===== config.mk =====
export PLATFORM = sky130hd
export DESIGN_NAME = phy_paged_status_diag_regs
export DESIGN_NICKNAME = d
export VERILOG_FILES = /design/src/verilog/phy_regs_pkg.sv /design/src/verilog/latched_high_bank.sv /design/src/verilog/phy_paged_status_diag_regs.sv /design/src/verilog/rx_error_counter.sv
export VERILOG_INCLUDE_DIRS = /design/src /design/src/verilog
export SDC_FILE = /design/constraint.sdc
export NUM_CORES = 1
export LEC_CHECK = 0
export BUFFER_PORTS_ARGS = -buffer_cell sky130_fd_sc_hd__buf_2
export CORE_MARGIN = 2
export CORE_UTILIZATION = 40
export CTS_CLUSTER_SIZE = 30
export DETAILED_ROUTE_END_ITERATION = 8
export GPL_TIMING_DRIVEN = 0
export PLACE_DENSITY = 0.73
export SYNTH_ARGS = -nofsm -noshare
export SYNTH_HDL_FRONTEND = slang
export SYNTH_HIERARCHICAL = 1
export SYNTH_SLANG_ARGS = --single-unit

===== constraint.sdc =====
create_clock -name clk -period 4.1 [get_ports clk]
set_input_delay 0.205 -clock clk [delete_from_list [all_inputs] [get_ports clk]]
set_output_delay 0.205 -clock clk [all_outputs]
set_load 0.01 [all_outputs]

===== src/verilog/phy_regs_defines.svh =====
// offsets, field positions, reset values and timing counts for the bank
`ifndef PHY_REGS_DEFINES_SVH
`define PHY_REGS_DEFINES_SVH
`define REG_EVENT_STATUS   5'h13
`define REG_RAM_ADDR_SKEW  5'h14
`define REG_RXERR_SWAP     5'h15
`define REG_PAGE_SELECT    5'h16
`define REG_COPPER_CTRL2   5'h1a
`define REG_PAGED_LAST     5'h1c
`define PAGE_COPPER        8'h00
`define PAGE_FIBER         8'h01
`define PAGE_MAC           8'h02
`define PAGE_NVM           8'h04
`define PAGE_CABLE         8'h05
`define COPPER_EVENT_MASK  16'hff77
`define FIBER_EVENT_MASK   16'h3f10
`define FIBER_SERIAL_MASK  16'h3c00
`define MAC_EVENT_MASK     16'h0080
`define PAGE_AUTO_BIT      15
`define PAGE_RESET         16'h8000
`define PAGE_WRITE_MASK    16'h80ff
`define CTRL2_RESET        16'h0040
`define CTRL2_WRITE_MASK   16'hfdfe
`define RXERR_MAX          16'hffff
`define SKEW_STEP_NS       8
`define DROP_HYST_STEP_S   5
`define TEST_SEQ_LONG_NS   112
`define TEST_SEQ_SHORT_NS  16
`endif


===== src/verilog/phy_regs_pkg.sv =====
// types shared by the management register bank
package phy_regs_pkg;
  typedef logic [15:0] reg_word_t;
  typedef logic [4:0]  reg_num_t;
  typedef enum logic [1:0] {
    cable_normal,
    cable_short,
    cable_open,
    cable_fail
  } cable_result_t;
  typedef enum logic [1:0] {
    test_normal_a,
    test_normal_b,
    test_seq_long,
    test_seq_short
  } test_select_t;
endpackage


===== src/verilog/latched_high_bank.sv =====
// bank of latched_high event bits, cleared by read without losing events
module latched_high_bank #(
  parameter int          WIDTH = 16,
  parameter logic [15:0] MASK  = 16'hffff
) (
  input  wire logic             clk,
  input  wire logic             rst_b,
  input  wire logic             soft_rst,
  input  wire logic [WIDTH-1:0] event_in,
  input  wire logic             read_clear,
  output logic      [WIDTH-1:0] status
);
  logic [WIDTH-1:0] status_reg;

  assign status = status_reg;

  genvar i;
  generate
    for (i = 0; i < WIDTH; i++) begin : g_bit
      if (MASK[i]) begin : g_live
        always_ff @(posedge clk or negedge rst_b) begin
          if (!rst_b) begin
            status_reg[i] <= 1'b0;
          end else if (soft_rst) begin
            status_reg[i] <= 1'b0;
          end else if (event_in[i]) begin
            status_reg[i] <= 1'b1;
          end else if (read_clear) begin
            status_reg[i] <= 1'b0;
          end
        end
      end else begin : g_rsvd
        assign status_reg[i] = 1'b0;
      end
    end
  endgenerate
endmodule


===== src/verilog/phy_paged_status_diag_regs.sv =====
// paged status, diagnostic and control registers behind the management port
// Functional notes
// - negotiation error flag in copper bit 15 on any negotiation failure
// - copper events latch high, clear on read, zero on any reset
// - fiber bits 13:10 held invalid (zero) in serial gigabit mode
// - fiber bits 9, 8, 4 latch high on event, clear on read
// - mac bit 7 latches on buffer over/underflow; other bits zero
// - ram data read returns byte at ram address register location
// - fourth pair cable result: normal, short, open, test failed
// - reflection amplitude 1f positive, 10 zero, 00 negative
// - distance to fault on fourth pair in bits 7:0, resets zero
// - four 4-bit skew fields, fourth pair on top, 8 ns steps
// - 16-bit error counter counts both kinds, saturates, clears on read
// - bits 5 and 4 report channel crossover of pair groups
// - bits 3:0 give pair polarity, one negative
// - bit 6 shows diagnostic contents valid
// - page register reachable on any page, selects page for 0..28
// - page bit 15 enables automatic medium selection, resets one
// - copper control bit 15 selects transmitter class, resets zero
// - bit 8 enables detection; bits 7:4 drop hysteresis, reset 4
// - bits 3:2 select 100 Mb/s test output sequence
// - bit 1 forces negative 10 Mb/s receive polarity
`include "phy_regs_defines.svh"
module phy_paged_status_diag_regs (
  input  wire logic                   clk,
  input  wire logic                   rst_b,
  input  wire logic                   soft_rst,
  input  wire logic                   reg_rd,
  input  wire logic                   reg_wr,
  input  wire phy_regs_pkg::reg_num_t reg_addr,
  input  wire phy_regs_pkg::reg_word_t reg_wdata,
  output phy_regs_pkg::reg_word_t     reg_rdata,
  input  wire logic                   serial_gig_mode,
  input  wire logic                   ms_resolve_fail,
  input  wire logic                   parallel_detect_fault,
  input  wire logic                   no_common_mode,
  input  wire logic                   link_fail_after_neg,
  input  wire logic [14:0]            copper_events,
  input  wire logic [5:0]             fiber_events,
  input  wire logic                   elastic_buf_error,
  input  wire logic                   rx_symbol_error,
  input  wire logic                   rx_false_carrier,
  input  wire logic [7:0]             ram_rdata,
  output logic      [7:0]             ram_addr,
  output logic                        ram_we,
  output logic      [7:0]             ram_wdata,
  input  wire logic [1:0]             cable_result,
  input  wire logic [4:0]             cable_amplitude,
  input  wire logic [7:0]             cable_distance,
  input  wire logic [15:0]            pair_skew_in,
  input  wire logic                   diag_valid,
  input  wire logic                   cd_crossover,
  input  wire logic                   ab_crossover,
  input  wire logic [3:0]             pair_polarity,
  output logic                        auto_medium_sel,
  output logic [7:0]                  page_num,
  output logic                        tx_class_a,
  output logic                        pd_detect_en,
  output logic [3:0]                  pd_drop_hyst,
  output phy_regs_pkg::test_select_t  test_select,
  output logic                        force_neg_polarity
);
  import phy_regs_pkg::*;

  ////////////////////////////////////////////////////////////////////////////
  // storage
  reg_word_t page_reg;
  reg_word_t ctrl2_reg;
  logic [7:0] ram_addr_reg;
  reg_word_t rdata_reg;
  reg_word_t copper_status;
  reg_word_t fiber_status;
  reg_word_t mac_status;
  reg_word_t rxerr_count;
  reg_word_t copper_ev;
  reg_word_t fiber_ev;
  reg_word_t mac_ev;
  logic rd_copper;
  logic rd_fiber;
  logic rd_mac;
  logic rd_rxerr;
  logic neg_error;

  // page select and registers above 28 ignore the page
  function automatic logic hit(input reg_num_t a, input reg_num_t r,
                               input logic [7:0] pg, input logic [7:0] p);
    hit = (a == r) && ((r > `REG_PAGED_LAST) || (r == `REG_PAGE_SELECT)
                       || (pg == p));
  endfunction

  ////////////////////////////////////////////////////////////////////////////
  // event gathering
  // any negotiation failure sets bit 15
  assign neg_error = ms_resolve_fail | parallel_detect_fault |
                     no_common_mode | link_fail_after_neg;

  // copper events in 14:8, 6:4, 2:0
  assign copper_ev = {neg_error, copper_events[14:8], 1'b0,
                      copper_events[6:4], 1'b0, copper_events[2:0]};

  // fiber_events: 13..10 at [5:2], symbol [1], false carrier [0]; energy
  // detect taken from copper_events[3], a slot the copper bank masks off, goes to bit 4
  assign fiber_ev = {2'b00, fiber_events[5:2], fiber_events[1:0],
                     3'b000, copper_events[3], 4'h0};

  // elastic buffer error to bit 7
  assign mac_ev = {8'h00, elastic_buf_error, 7'h00};

  assign rd_copper = reg_rd & hit(reg_addr, `REG_EVENT_STATUS,
                                  page_reg[7:0], `PAGE_COPPER);
  assign rd_fiber  = reg_rd & hit(reg_addr, `REG_EVENT_STATUS,
                                  page_reg[7:0], `PAGE_FIBER);
  assign rd_mac    = reg_rd & hit(reg_addr, `REG_EVENT_STATUS,
                                  page_reg[7:0], `PAGE_MAC);
  assign rd_rxerr  = reg_rd & reg_addr == `REG_RXERR_SWAP &&
                     (page_reg[7:0] == `PAGE_COPPER ||
                      page_reg[7:0] == `PAGE_FIBER);

  latched_high_bank #(
    .WIDTH (16),
    .MASK  (`COPPER_EVENT_MASK)
  ) u_copper (
    .clk        (clk),
    .rst_b      (rst_b),
    .soft_rst   (soft_rst),
    .event_in   (copper_ev),
    .read_clear (rd_copper),
    .status     (copper_status)
  );

  latched_high_bank #(
    .WIDTH (16),
    .MASK  (`FIBER_EVENT_MASK)
  ) u_fiber (
    .clk        (clk),
    .rst_b      (rst_b),
    .soft_rst   (soft_rst),
    .event_in   (fiber_ev),
    .read_clear (rd_fiber),
    .status     (fiber_status)
  );

  latched_high_bank #(
    .WIDTH (16),
    .MASK  (`MAC_EVENT_MASK)
  ) u_mac (
    .clk        (clk),
    .rst_b      (rst_b),
    .soft_rst   (soft_rst),
    .event_in   (mac_ev),
    .read_clear (rd_mac),
    .status     (mac_status)
  );

  rx_error_counter #(
    .WIDTH (16)
  ) u_rxerr (
    .clk           (clk),
    .rst_b         (rst_b),
    .symbol_err    (rx_symbol_error),
    .false_carrier (rx_false_carrier),
    .read_clear    (rd_rxerr),
    .count         (rxerr_count)
  );

  ////////////////////////////////////////////////////////////////////////////
  // writable registers; software reset retains them
  // page register on any page
  always_ff @(posedge clk or negedge rst_b) begin
    if (!rst_b) begin
      page_reg <= `PAGE_RESET;
    end else if (reg_wr && reg_addr == `REG_PAGE_SELECT) begin
      page_reg <= reg_wdata & `PAGE_WRITE_MASK;
    end
  end

  always_ff @(posedge clk or negedge rst_b) begin
    if (!rst_b) begin
      ctrl2_reg <= `CTRL2_RESET;
    end else if (reg_wr && hit(reg_addr, `REG_COPPER_CTRL2,
                               page_reg[7:0], `PAGE_COPPER)) begin
      ctrl2_reg <= reg_wdata & `CTRL2_WRITE_MASK;
    end
  end

  // ram byte address, page 4
  always_ff @(posedge clk or negedge rst_b) begin
    if (!rst_b) begin
      ram_addr_reg <= 8'h00;
    end else if (reg_wr && hit(reg_addr, `REG_RAM_ADDR_SKEW,
                               page_reg[7:0], `PAGE_NVM)) begin
      ram_addr_reg <= reg_wdata[7:0];
    end
  end

  // ram write uses address already held
  assign ram_we    = reg_wr & hit(reg_addr, `REG_EVENT_STATUS,
                                  page_reg[7:0], `PAGE_NVM);
  assign ram_wdata = reg_wdata[7:0];
  assign ram_addr  = ram_addr_reg;

  ////////////////////////////////////////////////////////////////////////////
  // read mux; value captured in the read cycle, clears land after it
  // capture before clear
  always_ff @(posedge clk or negedge rst_b) begin
    if (!rst_b) begin
      rdata_reg <= 16'h0000;
    end else if (reg_rd) begin
      rdata_reg <= 16'h0000;
      case (reg_addr)
        `REG_EVENT_STATUS: begin
          case (page_reg[7:0])
            `PAGE_COPPER: rdata_reg <= copper_status;
            `PAGE_FIBER: rdata_reg <= serial_gig_mode ?
                           (fiber_status & ~`FIBER_SERIAL_MASK) :
                           fiber_status;
            `PAGE_MAC: rdata_reg <= mac_status;
            `PAGE_NVM: rdata_reg <= {8'h00, ram_rdata};
            `PAGE_CABLE: rdata_reg <= {1'b0, cable_result,
                                       cable_amplitude, cable_distance};
            default: rdata_reg <= 16'h0000;
          endcase
        end
        `REG_RAM_ADDR_SKEW: begin
          case (page_reg[7:0])
            `PAGE_NVM: rdata_reg <= {8'h00, ram_addr_reg};
            `PAGE_CABLE: rdata_reg <= pair_skew_in;
            default: rdata_reg <= 16'h0000;
          endcase
        end
        `REG_RXERR_SWAP: begin
          case (page_reg[7:0])
            `PAGE_COPPER, `PAGE_FIBER: rdata_reg <= rxerr_count;
            `PAGE_CABLE: rdata_reg <= {9'h000, diag_valid, cd_crossover,
                                       ab_crossover, pair_polarity};
            default: rdata_reg <= 16'h0000;
          endcase
        end
        `REG_PAGE_SELECT: rdata_reg <= page_reg;
        `REG_COPPER_CTRL2: begin
          if (page_reg[7:0] == `PAGE_COPPER) begin
            rdata_reg <= ctrl2_reg;
          end
        end
        default: rdata_reg <= 16'h0000;
      endcase
    end
  end

  assign reg_rdata = rdata_reg;

  ////////////////////////////////////////////////////////////////////////////
  // control outputs
  // automatic medium selection
  assign auto_medium_sel    = page_reg[`PAGE_AUTO_BIT];
  assign page_num           = page_reg[7:0];
  assign tx_class_a         = ctrl2_reg[15];
  assign pd_detect_en       = ctrl2_reg[8];
  assign pd_drop_hyst       = ctrl2_reg[7:4];
  assign test_select        = test_select_t'(ctrl2_reg[3:2]);
  assign force_neg_polarity = ctrl2_reg[1];
endmodule


===== src/verilog/rx_error_counter.sv =====
// saturating receive error counter, cleared on read
module rx_error_counter #(
  parameter int WIDTH = 16
) (
  input  wire logic             clk,
  input  wire logic             rst_b,
  input  wire logic             symbol_err,
  input  wire logic             false_carrier,
  input  wire logic             read_clear,
  output logic      [WIDTH-1:0] count
);
  logic [WIDTH-1:0] count_reg;
  logic [WIDTH-1:0] count_next;
  logic [WIDTH-1:0] base;
  logic [1:0]       incr;
  logic [WIDTH:0]   sum;

  assign count = count_reg;

  // both error kinds, peg at max
  always_comb begin
    base = read_clear ? '0 : count_reg;
    incr = {1'b0, symbol_err} + {1'b0, false_carrier};
    sum  = {1'b0, base} + {{(WIDTH-1){1'b0}}, incr};
    if (sum[WIDTH]) begin
      count_next = '1;
    end else begin
      count_next = sum[WIDTH-1:0];
    end
  end

  // software reset retains the count
  always_ff @(posedge clk or negedge rst_b) begin
    if (!rst_b) begin
      count_reg <= '0;
    end else begin
      count_reg <= count_next;
    end
  end
endmodule

==> impl_metrics.json <==
{
  "status": "completed",
  "fp.dieArea_mm2": 0.01395,
  "met1_usage": 0.3117,
  "setup_tns_ns": 0,
  "core_mm2": 0.01267,
  "drc": 0,
  "vias": 4785,
  "layout_min_cycle_time_ns": 3.940,
  "cts_setup_buffers": 0,
  "cts-root-buf": "clkbuf_16",
  "grt_pass1_vias": 4870,
  "die_width_um": 118.1,
  "final-hold-violation-count": 0,
  "grt_most_used_layer": "met2",
  "die_h_um": 118.1,
  "grt_pass1_wl_um": 25240,
  "synthCells": 518,
  "use_met3": 0.04312,
  "antenna_found_initial": 0,
  "drtIter0Drc": 387,
  "dp_hpwl_um": 12220,
  "crit_required_ns": 4.31,
  "post_drt_via_cell_ratio": 5.438,
  "grt_usage": 0.2269,
  "relSlewSlack": 0.4284,
  "cp_cell_sequence": "buf_2 -> or3_1 -> nor4_4 -> buf_6 -> and2_1 -> inv_1 -> nand2_1 -> fa_1 -> inv_1 -> ha_1 -> nand3b_1 -> nor2_1 -> nand3_2 -> buf_2 -> o211ai_1",
  "io_pins": 152,
  "fin_ws_ns": 0.1601,
  "start_kind": "flip-flop",
  "whs_ns": 0.08597,
  "rows": 41,
  "cap_viol_max_count": 0,
  "report.final.slew_viol_count": 0,
  "setup_viol": 0,
  "wl_per_cell_um": 18.13,
  "final_cell_area_mm2": 0.006649,
  "cts.sinks": 85,
  "ctsHtreeMaxLevel": 3,
  "layout-drive-gt1-share": 0.4068,
  "grt_util_met2": 0.3645,
  "cts_buffer_depth": 2,
  "clk_latency_ns": 0.34,
  "syn_avg_cell_area_um2": 10.05,
  "gr-total-overflow": 0,
  "firstDrtPassIters": 6,
  "port_buffers": 149,
  "netlist_area_mm2": 0.005207,
  "start_util": 0.4110,
  "fin_skew_ns": 0.005501,
  "power-per-cell-area_mw_per_mm2": 405.4,
  "dpl_cell_area_mm2": 0.006285,
  "fin_crit_sh": 0.9610,
  "r2r_setup_slack_ns": 0.16,
  "grt_max_degree": 50,
  "fmax_mhz": 253.8,
  "antenna_cells": 0,
  "cts_buffers": 9,
  "wirelength_um": 15950,
  "arrival_ns": 4.15,
  "final_nets": 806,
  "leakagePower_uw": 0.003290,
  "place_congestion": 0.9093,
  "synth_warnings": 6,
  "clk_pin_slew_ns": 0.07,
  "cp_slowest_cell": "nor4_4",
  "syn2layout_area_growth_pct": 27.68,
  "pre_cts_ws_ns": 0.08554,
  "crit_type": "reg -> reg",
  "detail-route-antenna-nets": 0,
  "hp-class": "in -> reg",
  "crit_fanout": 10,
  "utilization": 0.5247,
  "cts_tree": "built",
  "rsz0062_at_grt": "false",
  "tightest_slew_ns": 0.8496,
  "fillers": 1189,
  "crit_path_max_incr_delay_ns": 0.59,
  "peakVddDrop_v": 0.0002181,
  "crit_path_end_kind": "flip-flop"
}
## layout by cell type, fill, tap and decap left out, types with 6 or more instances in the layout
| cell type | count |
|---|---|
| a211o_1 | 7 |
| mux2_2 | 38 |
| o21ai_1 | 6 |
| o221ai_1 | 6 |
| nand2b_1 | 24 |
| nor2b_1 | 6 |
| conb_1 | 26 |
| buf_4 | 42 |
| a21oi_1 | 29 |
| buf_2 | 161 |
| clkbuf_1 | 7 |
| nand3_1 | 8 |
| a222oi_1 | 12 |
| nor2_1 | 24 |
| clkbuf_16 | 9 |
| inv_1 | 30 |
| o21ai_0 | 6 |
| xnor2_1 | 9 |
| dfrtp_1 | 83 |
| mux2i_1 | 9 |
| nand2_1 | 34 |
| a22oi_1 | 26 |
## path summary, 6_finish.rpt
kind	start	endpoint	cells past startpoint
worst max-delay path	page_reg[3]	u_rxerr/count[3]	15
worst min-delay path	copper_events[11]	u_copper/status[11]	3
worst max register to register	page_reg[3]	u_rxerr/count[3]	15
worst min register to register	reg_rdata[11]	reg_rdata[11]	2
max in group asynchronous	rst_b	u_rxerr/count[15]	3
min in group asynchronous	rst_b	page_reg[0]	2
## final cells by class
class | count | area, um2 | area share
Multi-Input combinational cell | 358 | 2603 | 0.3914
Sequential cell | 85 | 2130 | 0.3203
Timing Repair Buffer | 151 | 785.8 | 0.1182
Buffer | 68 | 450.4 | 0.06775
Clock buffer | 9 | 225.2 | 0.03387
Tap cell | 172 | 215.2 | 0.03237
Clock inverter | 7 | 127.6 | 0.01919
Inverter | 30 | 112.6 | 0.01694
## per-stage QoR
step / power, uW / std cells
after floorplan: 1456 / 541
after global placement: 1688 / 862
after detailed placement: 1717 / 863
after CTS: 2692 / 880
after global routing: 2796 / 880
final: 2696 / 880
## critical path: cells and delay by family, from the launching register on
| family | cells | cell delay [ns] |
|---|---|---|
| AO/OA/AOI/OAI | 1 | 0.11 |
| buffers and inverters | 5 | 0.89 |
| flip-flops | 1 | 0.42 |
| adder cells (fa/ha/maj) | 2 | 0.42 |
| AND/OR/NAND/NOR | 7 | 1.97 |
## timing repair
item	in CTS	in global routing
setup endpoints to repair	0	10
hold buffers	1	0
endpoints found under the hold margin	34	0
resized for setup	0	2
## power by group
group / switching (uW) / leakage, uW / total [uW] / internal, uW
clock network: 371 / 0.000173 / 977 / 606
registers: 118 / 0.00111 / 1060 / 938
logic: 372 / 0.00200 / 663 / 291
## routing by layer
layer / part of all wire / wire (um) / vias up
met3: 0.069 / 1099 / 32
met1: 0.45 / 7171 / 2327
met4: 0.023 / 367 / 0
li1: - / - / 2204
met2: 0.46 / 7313 / 222
met5: 0 / 0 / -
No activity file was read; power rests on OpenSTA's default activity.
